--- config.mk ---
export PLATFORM = sky130hd
export DESIGN_NAME = twe_timers
export DESIGN_NICKNAME = d
export VERILOG_FILES = /design/src/twe_pkg.sv /design/src/twe_timers.sv
export SDC_FILE = /design/constraint.sdc
export NUM_CORES = 1
export LEC_CHECK = 0
export BUFFER_PORTS_ARGS = -buffer_cell sky130_fd_sc_hd__buf_2
export CAP_MARGIN = 15
export CORE_ASPECT_RATIO = 0.75
export CORE_MARGIN = 1.5
export CORE_UTILIZATION = 55
export CTS_BUF_LIST = sky130_fd_sc_hd__clkbuf_2 sky130_fd_sc_hd__clkbuf_4 sky130_fd_sc_hd__clkbuf_8
export DETAILED_ROUTE_END_ITERATION = 6
export GPL_ROUTABILITY_DRIVEN = 0
export PLACE_DENSITY = 0.77
export SLEW_MARGIN = 30
export SYNTH_ARGS = -nofsm -noshare
export SYNTH_HDL_FRONTEND = slang
export SYNTH_SLANG_ARGS = --single-unit
export TNS_END_PERCENT = 50
--- constraint.sdc ---
create_clock -name pclk -period 2.8 [get_ports pclk]
set_input_delay 0.56 -clock pclk [delete_from_list [all_inputs] [get_ports pclk]]
set_output_delay 0.56 -clock pclk [all_outputs]
set_load 0.02 [all_outputs]
--- src/twe_pkg.sv ---
// constants and types for the timer, watchdog and interrupt block
package twe_pkg;

   // register byte offsets
   localparam logic [7:0] A_T0MODE = 8'h00;
   localparam logic [7:0] A_T1MODE = 8'h04;
   localparam logic [7:0] A_T0LOW  = 8'h08;
   localparam logic [7:0] A_T0HIGH = 8'h0c;
   localparam logic [7:0] A_T1LOW  = 8'h10;
   localparam logic [7:0] A_T1HIGH = 8'h14;
   localparam logic [7:0] A_EVF    = 8'h18;
   localparam logic [7:0] A_IEF    = 8'h1c;
   localparam logic [7:0] A_HEF    = 8'h20;
   localparam logic [7:0] A_PEF    = 8'h24;
   localparam logic [7:0] A_SCR    = 8'h28;
   localparam logic [7:0] A_CMD    = 8'h2c;
   localparam logic [7:0] A_STAT   = 8'h30;

   // field positions
   localparam int MODE_SEL = 0;
   localparam int T1_SRC   = 1;
   localparam int T1_MFP   = 2;
   localparam int MODE_RUN = 3;
   localparam int SCR_WD   = 2;

   // prescale and watchdog counter terminal counts
   localparam logic [9:0]  T0_DIV_FAST = 10'h003;
   localparam logic [9:0]  T0_DIV_SLOW = 10'h3ff;
   localparam logic [5:0]  T1_DIV64    = 6'h3f;
   localparam logic [9:0]  WD_DIV_FAST = 10'h3ff;
   localparam logic [13:0] WD_DIV_SLOW = 14'h3fff;
   localparam logic [3:0]  WD_TOP      = 4'hf;

   // vectors and reset values
   localparam logic [7:0] VEC_BASE  = 8'h04;
   localparam logic [7:0] RST_BYTE  = 8'h00;
   localparam logic [3:0] RST_NIB   = 4'h0;
   localparam logic       RST_INHIB = 1'b1;

   typedef struct packed {
      logic hold_enter;
      logic ret;
      logic gdis;
      logic gen;
      logic wclr;
   } twe_cmd_t;

   typedef struct packed {
      logic [7:0] vector;
      logic       hold;
      logic       inhibit;
      logic       t1_run;
      logic       t0_run;
      logic [3:0] wd;
      logic [7:0] t1_cnt;
      logic [7:0] t0_cnt;
   } twe_stat_t;

endpackage

--- src/twe_timers.sv ---
// watchdog, two timers, event flags, interrupts and hold
// Function
// - watchdog is a 4-bit up-counter; overflow resets the chip
// - watchdog acts only when the mask option enables it
// - watchdog ticks at clock/1024, or clock/16384 with clock control bit 2
// - watchdog clear command zeroes the counter; software clears it in time
// - timer 0 load nibble write stops it, clears run, loads value
// - timer 0 run set clears event flag 1 and starts counting
// - timer 0 stops and sets event flag 1 on wrap to ff
// - timer 0 underflow requests interrupt and hold release if enabled
// - timer 0 mode bit 0 picks clock/4 or clock/1024
// - timer 0 interval is preset plus one times prescale
// - timer 1 nibble write fills reload buffer and clears run
// - timer 1 run set loads buffer, starts, clears event flag 7
// - timer 1 wrap sets event flag 7, reloads, keeps counting
// - timer 1 underflow requests interrupt and hold release if enabled
// - timer 1 mode bit 0 picks clock or clock/64
// - timer 1 mode bit 1 picks internal tick or sub-oscillator
// - timer 1 mode bit 2 routes timer 1 square wave to pin when set, generator when clear
// - interrupt needs flag plus enable; port source needs port enable
// - taken interrupt clears its flag and inhibits until re-enabled
// - global disable blocks interrupts until re-enabled
// - vectors lie from 004h through 020h, one per source
// - interrupt in hold leaves hold, returns to hold after return
// - enable bits 0..7 map to the eight listed sources
`timescale 1ns/1ps
`default_nettype none
module twe_timers
   import twe_pkg::*;
(
   input  wire logic        pclk,
   input  wire logic        presetn,
   input  wire logic        psel,
   input  wire logic        penable,
   input  wire logic        pwrite,
   input  wire logic [7:0]  paddr,
   input  wire logic [31:0] pwdata,
   output logic [31:0]      prdata,
   output logic             pready,
   output logic             pslverr,
   input  wire logic        watchdog_option,
   input  wire logic        sub_osc_clock,
   input  wire logic        mfp_generator,
   input  wire logic [4:0]  source_pulse,
   input  wire logic [3:0]  port_c_change,
   output logic             chip_reset,
   output logic             irq_take,
   output logic [7:0]       irq_vector,
   output logic             hold_active,
   output logic             multi_function_output_pin
);

   logic        pready_q, pslverr_q;
   logic [31:0] prdata_q;
   logic        opt1_q, opt2_q;
   logic        so1_q, so2_q, so3_q;
   logic        gen1_q, gen2_q;
   logic [13:0] wd_pre_q;
   logic [3:0]  watchdog_counter_q;
   logic        chip_reset_q;
   logic [7:0]  system_clock_control_q;
   logic        t0_sel_q, t0_run_q;
   logic [9:0]  t0_pre_q;
   logic [7:0]  timer_zero_q;
   logic        t1_div_q, t1_src_q, t1_mfp_q, t1_run_q;
   logic [5:0]  t1_pre_q;
   logic [7:0]  t1_buf_q, timer_one_q;
   logic        tone_q, mfp_q;
   logic [7:0]  event_flags_q, irq_enable_bits_q;
   logic [7:0]  hold_release_enables_q, port_event_enables_q;
   logic [7:0]  event_flags_d;
   logic        inhib_q, irq_q, hold_q, rehold_q;
   logic [7:0]  vec_q;

   // bus decode
   wire acc   = psel & penable & pready_q;
   wire wr    = acc & pwrite;
   wire ans   = psel & penable & ~pready_q;
   wire h_t0m = paddr == A_T0MODE;
   wire h_t1m = paddr == A_T1MODE;
   wire h_t0l = paddr == A_T0LOW;
   wire h_t0h = paddr == A_T0HIGH;
   wire h_t1l = paddr == A_T1LOW;
   wire h_t1h = paddr == A_T1HIGH;
   wire h_evf = paddr == A_EVF;
   wire h_ief = paddr == A_IEF;
   wire h_hef = paddr == A_HEF;
   wire h_pef = paddr == A_PEF;
   wire h_scr = paddr == A_SCR;
   wire h_cmd = paddr == A_CMD;
   wire h_st  = paddr == A_STAT;
   wire mapped = h_t0m | h_t1m | h_t0l | h_t0h | h_t1l | h_t1h |
                 h_evf | h_ief | h_hef | h_pef | h_scr | h_cmd | h_st;
   wire [7:0] wb = pwdata[7:0];
   wire [3:0] wn = pwdata[3:0];

   twe_cmd_t  cmd;
   twe_stat_t stat;
   assign cmd = (wr & h_cmd) ? twe_cmd_t'(pwdata[4:0]) : '0;
   assign stat = '{vector: vec_q, hold: hold_q, inhibit: inhib_q,
                   t1_run: t1_run_q, t0_run: t0_run_q,
                   wd: watchdog_counter_q, t1_cnt: timer_one_q,
                   t0_cnt: timer_zero_q};

   wire [31:0] rd_mux =
      h_evf ? {24'h000000, event_flags_q} :
      h_ief ? {24'h000000, irq_enable_bits_q} :
      h_hef ? {24'h000000, hold_release_enables_q} :
      h_pef ? {24'h000000, port_event_enables_q} :
      h_scr ? {24'h000000, system_clock_control_q} :
      h_st  ? 32'(stat) : 32'h00000000;

   always_ff @(posedge pclk or negedge presetn) begin
      if (!presetn) begin
         pready_q  <= 1'b0;
         pslverr_q <= 1'b0;
         prdata_q  <= 32'h00000000;
      end else begin
         pready_q  <= ans;
         pslverr_q <= ans & ~mapped;
         if (ans) begin
            prdata_q <= rd_mux;
         end
      end
   end

   // pin synchronisers
   always_ff @(posedge pclk or negedge presetn) begin
      if (!presetn) begin
         opt1_q <= 1'b0;
         opt2_q <= 1'b0;
         so1_q  <= 1'b0;
         so2_q  <= 1'b0;
         so3_q  <= 1'b0;
         gen1_q <= 1'b0;
         gen2_q <= 1'b0;
      end else begin
         opt1_q <= watchdog_option;
         opt2_q <= opt1_q;
         so1_q  <= sub_osc_clock;
         so2_q  <= so1_q;
         so3_q  <= so2_q;
         gen1_q <= mfp_generator;
         gen2_q <= gen1_q;
      end
   end

   // watchdog
   wire wd_tick = system_clock_control_q[SCR_WD] ?
                  (wd_pre_q == WD_DIV_SLOW) :
                  (wd_pre_q[9:0] == WD_DIV_FAST);
   wire wd_step = wd_tick & opt2_q;
   wire wd_ovf  = wd_step & (watchdog_counter_q == WD_TOP);

   always_ff @(posedge pclk or negedge presetn) begin
      if (!presetn) begin
         wd_pre_q               <= 14'h0000;
         watchdog_counter_q     <= RST_NIB;
         chip_reset_q           <= 1'b0;
         system_clock_control_q <= RST_BYTE;
      end else begin
         wd_pre_q     <= wd_pre_q + 14'h0001;
         chip_reset_q <= wd_ovf;
         if (wd_ovf) begin
            watchdog_counter_q <= RST_NIB;
         end else if (cmd.wclr) begin
            watchdog_counter_q <= RST_NIB;
         end else if (wd_step) begin
            watchdog_counter_q <= watchdog_counter_q + 4'h1;
         end
         if (wd_ovf) begin
            system_clock_control_q[SCR_WD] <= 1'b0;
         end else if (wr & h_scr) begin
            system_clock_control_q <= wb;
         end
      end
   end

   // timer zero
   wire t0_mw   = wr & h_t0m;
   wire t0_ld   = wr & (h_t0l | h_t0h);
   wire t0_go   = t0_mw & pwdata[MODE_RUN];
   wire [9:0] t0_lim = t0_sel_q ? T0_DIV_SLOW : T0_DIV_FAST;
   wire t0_tick = t0_run_q & (t0_pre_q == t0_lim);
   wire t0_uf   = t0_tick & (timer_zero_q == 8'h00);

   always_ff @(posedge pclk or negedge presetn) begin
      if (!presetn) begin
         t0_sel_q     <= 1'b0;
         t0_run_q     <= 1'b0;
         t0_pre_q     <= 10'h000;
         timer_zero_q <= RST_BYTE;
      end else begin
         if (t0_mw) begin
            t0_sel_q <= pwdata[MODE_SEL];
         end
         if (t0_ld) begin
            t0_run_q <= 1'b0;
         end else if (t0_mw) begin
            t0_run_q <= pwdata[MODE_RUN];
         end else if (t0_uf) begin
            t0_run_q <= 1'b0;
         end
         if (t0_ld | t0_go | ~t0_run_q | t0_tick) begin
            t0_pre_q <= 10'h000;
         end else begin
            t0_pre_q <= t0_pre_q + 10'h001;
         end
         if (wr & h_t0l) begin
            timer_zero_q <= {timer_zero_q[7:4], wn};
         end else if (wr & h_t0h) begin
            timer_zero_q <= {wn, timer_zero_q[3:0]};
         end else if (t0_tick) begin
            timer_zero_q <= timer_zero_q - 8'h01;
         end
      end
   end

   // timer one
   wire t1_mw   = wr & h_t1m;
   wire t1_ld   = wr & (h_t1l | h_t1h);
   wire t1_go   = t1_mw & pwdata[MODE_RUN];
   wire so_edge = so2_q & ~so3_q;
   wire t1_int  = t1_div_q ? (t1_pre_q == T1_DIV64) : 1'b1;
   wire t1_tick = t1_run_q & (t1_src_q ? so_edge : t1_int);
   wire t1_uf   = t1_tick & (timer_one_q == 8'h00);

   always_ff @(posedge pclk or negedge presetn) begin
      if (!presetn) begin
         t1_div_q    <= 1'b0;
         t1_src_q    <= 1'b0;
         t1_mfp_q    <= 1'b0;
         t1_run_q    <= 1'b0;
         t1_pre_q    <= 6'h00;
         t1_buf_q    <= RST_BYTE;
         timer_one_q <= RST_BYTE;
         tone_q      <= 1'b0;
         mfp_q       <= 1'b0;
      end else begin
         if (t1_mw) begin
            t1_div_q <= pwdata[MODE_SEL];
            t1_src_q <= pwdata[T1_SRC];
            t1_mfp_q <= pwdata[T1_MFP];
         end
         if (t1_ld) begin
            t1_run_q <= 1'b0;
         end else if (t1_mw) begin
            t1_run_q <= pwdata[MODE_RUN];
         end
         if (t1_go | ~t1_run_q | (t1_div_q & t1_int)) begin
            t1_pre_q <= 6'h00;
         end else begin
            t1_pre_q <= t1_pre_q + 6'h01;
         end
         if (wr & h_t1l) begin
            t1_buf_q <= {t1_buf_q[7:4], wn};
         end else if (wr & h_t1h) begin
            t1_buf_q <= {wn, t1_buf_q[3:0]};
         end
         if (t1_go | t1_uf) begin
            timer_one_q <= t1_buf_q;
         end else if (t1_tick) begin
            timer_one_q <= timer_one_q - 8'h01;
         end
         if (t1_uf) begin
            tone_q <= ~tone_q;
         end
         mfp_q <= t1_mfp_q ? tone_q : gen2_q;
      end
   end

   // event flags and interrupt selection
   wire portc = |(port_c_change & port_event_enables_q[3:0]);
   wire [7:0] ev_set = {t1_uf, source_pulse[4], source_pulse[3],
                        source_pulse[2], source_pulse[1], portc,
                        t0_uf, source_pulse[0]};
   wire [7:0] pend = event_flags_q & irq_enable_bits_q;
   wire take = ~inhib_q & (|pend);
   logic [2:0] idx;
   always_comb begin
      idx = 3'd0;
      for (int i = 7; i >= 0; i--) begin
         if (pend[i]) begin
            idx = 3'(i);
         end
      end
   end
   wire [7:0] take_mask = take ? (8'h01 << idx) : 8'h00;
   wire [7:0] vec = VEC_BASE + {3'b000, idx, 2'b00};
   wire [7:0] ev_clr = ((wr & h_evf) ? wb : 8'h00) | take_mask |
                       {t1_go, 5'b00000, t0_go, 1'b0};
   assign event_flags_d = (event_flags_q & ~ev_clr) | ev_set;
   wire rel = |(ev_set & hold_release_enables_q);

   always_ff @(posedge pclk or negedge presetn) begin
      if (!presetn) begin
         event_flags_q          <= RST_BYTE;
         irq_enable_bits_q      <= RST_BYTE;
         hold_release_enables_q <= RST_BYTE;
         port_event_enables_q   <= RST_BYTE;
         inhib_q                <= RST_INHIB;
         irq_q                  <= 1'b0;
         vec_q                  <= RST_BYTE;
      end else begin
         event_flags_q <= event_flags_d;
         if (wr & h_ief) begin
            irq_enable_bits_q <= wb;
         end
         if (wr & h_hef) begin
            hold_release_enables_q <= wb;
         end
         if (wr & h_pef) begin
            port_event_enables_q <= wb;
         end
         if (take | cmd.gdis) begin
            inhib_q <= 1'b1;
         end else if (cmd.gen | (wr & h_ief)) begin
            inhib_q <= 1'b0;
         end
         irq_q <= take;
         if (take) begin
            vec_q <= vec;
         end
      end
   end

   // hold control
   always_ff @(posedge pclk or negedge presetn) begin
      if (!presetn) begin
         hold_q   <= 1'b0;
         rehold_q <= 1'b0;
      end else begin
         if (take & hold_q) begin
            hold_q   <= 1'b0;
            rehold_q <= 1'b1;
         end else if (rel) begin
            hold_q   <= 1'b0;
            rehold_q <= 1'b0;
         end else if (cmd.ret & rehold_q) begin
            hold_q   <= 1'b1;
            rehold_q <= 1'b0;
         end else if (cmd.hold_enter) begin
            hold_q <= 1'b1;
         end
      end
   end

   assign prdata                    = prdata_q;
   assign pready                    = pready_q;
   assign pslverr                   = pslverr_q;
   assign chip_reset                = chip_reset_q;
   assign irq_take                  = irq_q;
   assign irq_vector                = vec_q;
   assign hold_active               = hold_q;
   assign multi_function_output_pin = mfp_q;

endmodule
`default_nettype wire

==> flow_metrics.env <==
export IMPL_synth_edff_count=0
export IMPL_synth_seq_cells=152
export IMPL_antenna_found_initial=0
export IMPL_timing_max_slew_rel_slack_pct=42.6
export IMPL_r2r_end="rehold_q"
export IMPL_tritoncts_clock_tree="yes"
export IMPL_floorplan_die_area_mm2=0.0140
export IMPL_synth_area_leaders="sky130_fd_sc_hd__dfrtp_1, sky130_fd_sc_hd__mux2_2, sky130_fd_sc_hd__nand2_1"
export IMPL_dr_first_iter_drc_count=499
export IMPL_clock_path_buffers=2
export IMPL_final_setup_skew_ns=0.0132
export IMPL_timing_critical_path_from="t0_pre_q[0]"
export IMPL_num_antenna_cells=0
export IMPL_die_width_um=136
export IMPL_maxCapViolCount=0
export IMPL_totalWireLength_um=17900
export IMPL_status="finished clean"
export IMPL_num_rows=36
export IMPL_report_final_hold_viol_count=0
export IMPL_syn_avg_cell_area_um2=11.0
export IMPL_detail_route_vias_per_cell=6.27
export IMPL_crit_type="flop to flop"
export IMPL_netlist_instances=661
export IMPL_static_leakage_power_nw=3.87
export IMPL_worst_slew_pin_transition_ns=0.860
export IMPL_final_net_count=810
export IMPL_crit_path_end_kind="flop"
export IMPL_route_vias_total=5793
export IMPL_detail_route_wl_per_cell_um=19.4
export IMPL_core_region_area_mm2=0.0130
export IMPL_drc=0
export IMPL_worst_ir_drop_vdd_uv=332
export IMPL_vias_in_the_first_global_route=5593
export IMPL_global_route_usage_total_pct=27.1
export IMPL_number_of_different_library_cells_in_the_post_synthesis_netlist=70
export IMPL_rrSetupSlack_ns=0.37
export IMPL_synth_top_area_share_pct=51.8
export IMPL_endpoint_of_the_most_critical_setup_path="rehold_q"
export IMPL_num_fill_cells=1023
export IMPL_clk_transition_reported_paths_ns=0.08
export IMPL_floorplan_io_pins=103
export IMPL_cellPowerDensity_mw_per_mm2=548
export IMPL_final_cells=924
export IMPL_htreeDepth=4
export IMPL_clock_buffer_count_from_cts=17
export IMPL_final_max_slew_viol_count=0
export IMPL_firstDrtPassIters=5
export IMPL_tritoncts_num_sinks=152
export IMPL_min_path_type="input pin to async pin"
export IMPL_fin_crit_sh_pct=86.8
export IMPL_post_cts_resized_instances=0
export IMPL_yosysWarningCount=0
export IMPL_clock_root_buffer="sky130_fd_sc_hd__clkbuf_8"
export IMPL_grt_max_degree=56
export IMPL_antenna_left=0
export IMPL_setup_viol=0
export IMPL_io_buffers=70
export IMPL_critical_path_arrival_ns=2.75
export IMPL_start_util_pct=56.2
export IMPL_netlist_top_cell_by_area="sky130_fd_sc_hd__dfrtp_1"
export IMPL_die_height_um=103
export IMPL_dp_hpwl_um=12700
export IMPL_insertion_delay_ns=0.46
export IMPL_critPathLaunchType="flop"
export IMPL_number_of_buffers_added_for_setup_after_cts=0
export IMPL_finish_utilization_pct=64.2
export IMPL_rr_worst_depth=6
export IMPL_crit_reg2reg_launch="t0_pre_q[0]"
export IMPL_totalNegativeSetupSlack_ns=0
export IMPL_critPathRequiredTime_ns=3.12
export IMPL_cts_hold_buffers=0
export IMPL_yosysSeqAreaShare_pct=52.2
export IMPL_path_max_fanout=8
export IMPL_area_growth_pct=14.2
export IMPL_period_needed_ns=2.43
export IMPL_max_clock_freq_mhz=412
export IMPL_placed_cells_incl_taps=892
export IMPL_synthArstFlopShare_pct=100
export IMPL_drive_above_1_share_pct=24.4
export IMPL_netlist_area_mm2=0.00729
export IMPL_synth_main_ff_cell="sky130_fd_sc_hd__dfrtp_1"
export IMPL_grt_setup_unrepaired="no"
export IMPL_global_route_congestion_overflow_total=0
export IMPL_grt_pass1_wl_um=28600
[routing by layer]
layer  up-vias  part of all wire (%)  GRT usage (%)
li1       2580                     -              -
met1      2905                    43           36.7
met2       260                    47           42.8
met3        48                   7.0           5.51
met4         0                   2.6           11.9
met5         -                     0              0
[stage by stage]
step / hold WS [ns] / instance area (um2) / setup WS [ns] / total power [W]
CTS: 0.0558 / 8330 / 0.427 / 0.00460
detailed placement: 0.336 / 7840 / 0.458 / 0.00258
global placement: 0.336 / 7840 / 0.510 / 0.00257
floorplan: 0.264 / 7320 / 0.745 / 0.00243
global route: 0.0754 / 8330 / 0.286 / 0.00472
finish: 0.0485 / 8330 / 0.370 / 0.00457
[cell families (layout without fill, tap and decap cells)]
| kind of cell | Yosys count | after routing | share of synthesized area, % |
|---|---|---|---|
| AND/OR/NAND/NOR | 224 | 224 | 17.1 |
| flip-flops | 152 | 152 | 52.2 |
| AO/OA/AOI/OAI | 142 | 142 | 14.2 |
| buffers and inverters | 50 | 135 | 3.19 |
| multiplexers | 47 | 47 | 7.22 |
| XOR/XNOR | 32 | 32 | 3.84 |
| adder cells (fa/ha/maj) | 13 | 13 | 2.23 |
| other | 1 | 8 | 0.0514 |
[Yosys cell counts (5+ instances only)]
library cell / count
sky130_fd_sc_hd__dfrtp_1: 151
sky130_fd_sc_hd__nand2_1: 61
sky130_fd_sc_hd__mux2_2: 45
sky130_fd_sc_hd__nor2_1: 44
sky130_fd_sc_hd__nand3_1: 30
sky130_fd_sc_hd__a21oi_1: 29
sky130_fd_sc_hd__a22o_1: 21
sky130_fd_sc_hd__inv_1: 21
sky130_fd_sc_hd__o21ai_0: 19
sky130_fd_sc_hd__xor2_1: 18
sky130_fd_sc_hd__xnor2_1: 14
sky130_fd_sc_hd__and3_1: 13
sky130_fd_sc_hd__ha_1: 13
sky130_fd_sc_hd__nand4_1: 13
sky130_fd_sc_hd__buf_2: 11
sky130_fd_sc_hd__o211ai_1: 11
sky130_fd_sc_hd__a22oi_1: 10
sky130_fd_sc_hd__nor3_1: 9
sky130_fd_sc_hd__buf_4: 8
sky130_fd_sc_hd__clkbuf_1: 8
sky130_fd_sc_hd__nand3b_1: 7
sky130_fd_sc_hd__nor4_1: 6
sky130_fd_sc_hd__a221oi_1: 5
sky130_fd_sc_hd__a32oi_1: 5
sky130_fd_sc_hd__and4_1: 5
sky130_fd_sc_hd__o22ai_1: 5
sky130_fd_sc_hd__o2bb2ai_1: 5
[sequential cells by signal, indices dropped and copies added (netlist names), 4 cells and up]
| name | count |
|---|---|
| irq_enable_bits_q | 8 |
| timer_zero_q | 8 |
| t1_pre_q | 6 |
| timer_one_q | 8 |
| system_clock_control_q | 8 |
| t1_buf_q | 8 |
| watchdog_counter_q | 4 |
| event_flags_q | 8 |
| port_event_enables_q | 8 |
| t0_pre_q | 10 |
| irq_vector | 4 |
| prdata | 28 |
| wd_pre_q | 14 |
| hold_release_enables_q | 8 |
[worst max-delay path, cell delays in order (launching register included)]
cell	delay (ns)
sky130_fd_sc_hd__dfrtp_1	0.45
sky130_fd_sc_hd__ha_1	0.32
sky130_fd_sc_hd__nor4bb_1	0.33
sky130_fd_sc_hd__and3_1	0.44
sky130_fd_sc_hd__o2111ai_1	0.38
sky130_fd_sc_hd__nor2_1	0.27
sky130_fd_sc_hd__o31ai_1	0.12
[layout make-up]
type / count / area, um2 / share of cell area, %
clock buffer: 20 / 269 / 3.23
clock inverter: 12 / 223 / 2.67
inverter: 22 / 82.6 / 0.992
multi-input combinational: 466 / 3280 / 39.4
sequential: 152 / 3800 / 45.7
tap: 171 / 214 / 2.57
timing repair buffer: 81 / 452 / 5.42
[power breakdown]
part / internal (W) / total [W] / switching, W / leakage [nW]
clock network: 0.00121 / 0.00203 / 0.000821 / 0.242
logic: 0.0000851 / 0.000280 / 0.000195 / 1.63
registers: 0.00223 / 0.00226 / 0.0000287 / 2.00
total: 0.00352 / 0.00457 / 0.00104 / 3.87
[layout by cell type (no fill, tap or decap), types with 6 or more instances in the layout]
cell type | synthesis | layout
sky130_fd_sc_hd__a21oi_1 | 29 | 29
sky130_fd_sc_hd__a22o_1 | 21 | 21
sky130_fd_sc_hd__a22oi_1 | 10 | 10
sky130_fd_sc_hd__and3_1 | 13 | 13
sky130_fd_sc_hd__buf_2 | 11 | 69
sky130_fd_sc_hd__buf_4 | 8 | 10
sky130_fd_sc_hd__bufinv_16 | 0 | 6
sky130_fd_sc_hd__clkbuf_8 | 0 | 19
sky130_fd_sc_hd__conb_1 | 1 | 8
sky130_fd_sc_hd__dfrtp_1 | 151 | 151
sky130_fd_sc_hd__ha_1 | 13 | 13
sky130_fd_sc_hd__inv_1 | 21 | 21
sky130_fd_sc_hd__mux2_2 | 45 | 45
sky130_fd_sc_hd__nand2_1 | 61 | 61
sky130_fd_sc_hd__nand3_1 | 30 | 30
sky130_fd_sc_hd__nand3b_1 | 7 | 7
sky130_fd_sc_hd__nand4_1 | 13 | 13
sky130_fd_sc_hd__nor2_1 | 44 | 44
sky130_fd_sc_hd__nor3_1 | 9 | 9
sky130_fd_sc_hd__nor4_1 | 6 | 6
sky130_fd_sc_hd__o211ai_1 | 11 | 11
sky130_fd_sc_hd__o21ai_0 | 19 | 19
sky130_fd_sc_hd__xnor2_1 | 14 | 14
sky130_fd_sc_hd__xor2_1 | 18 | 18
[worst min-delay path by stage]
stage	endpoint	slack (ns)	cells after the start
detailed placement	opt2_q	0.34	0
global placement	opt2_q	0.34	0
CTS	gen2_q	0.06	1
finish	prdata[23]	0.05	1
floorplan	chip_reset	0.26	0
global route	prdata[18]	0.08	1
(Power assumes the default switching activity.)
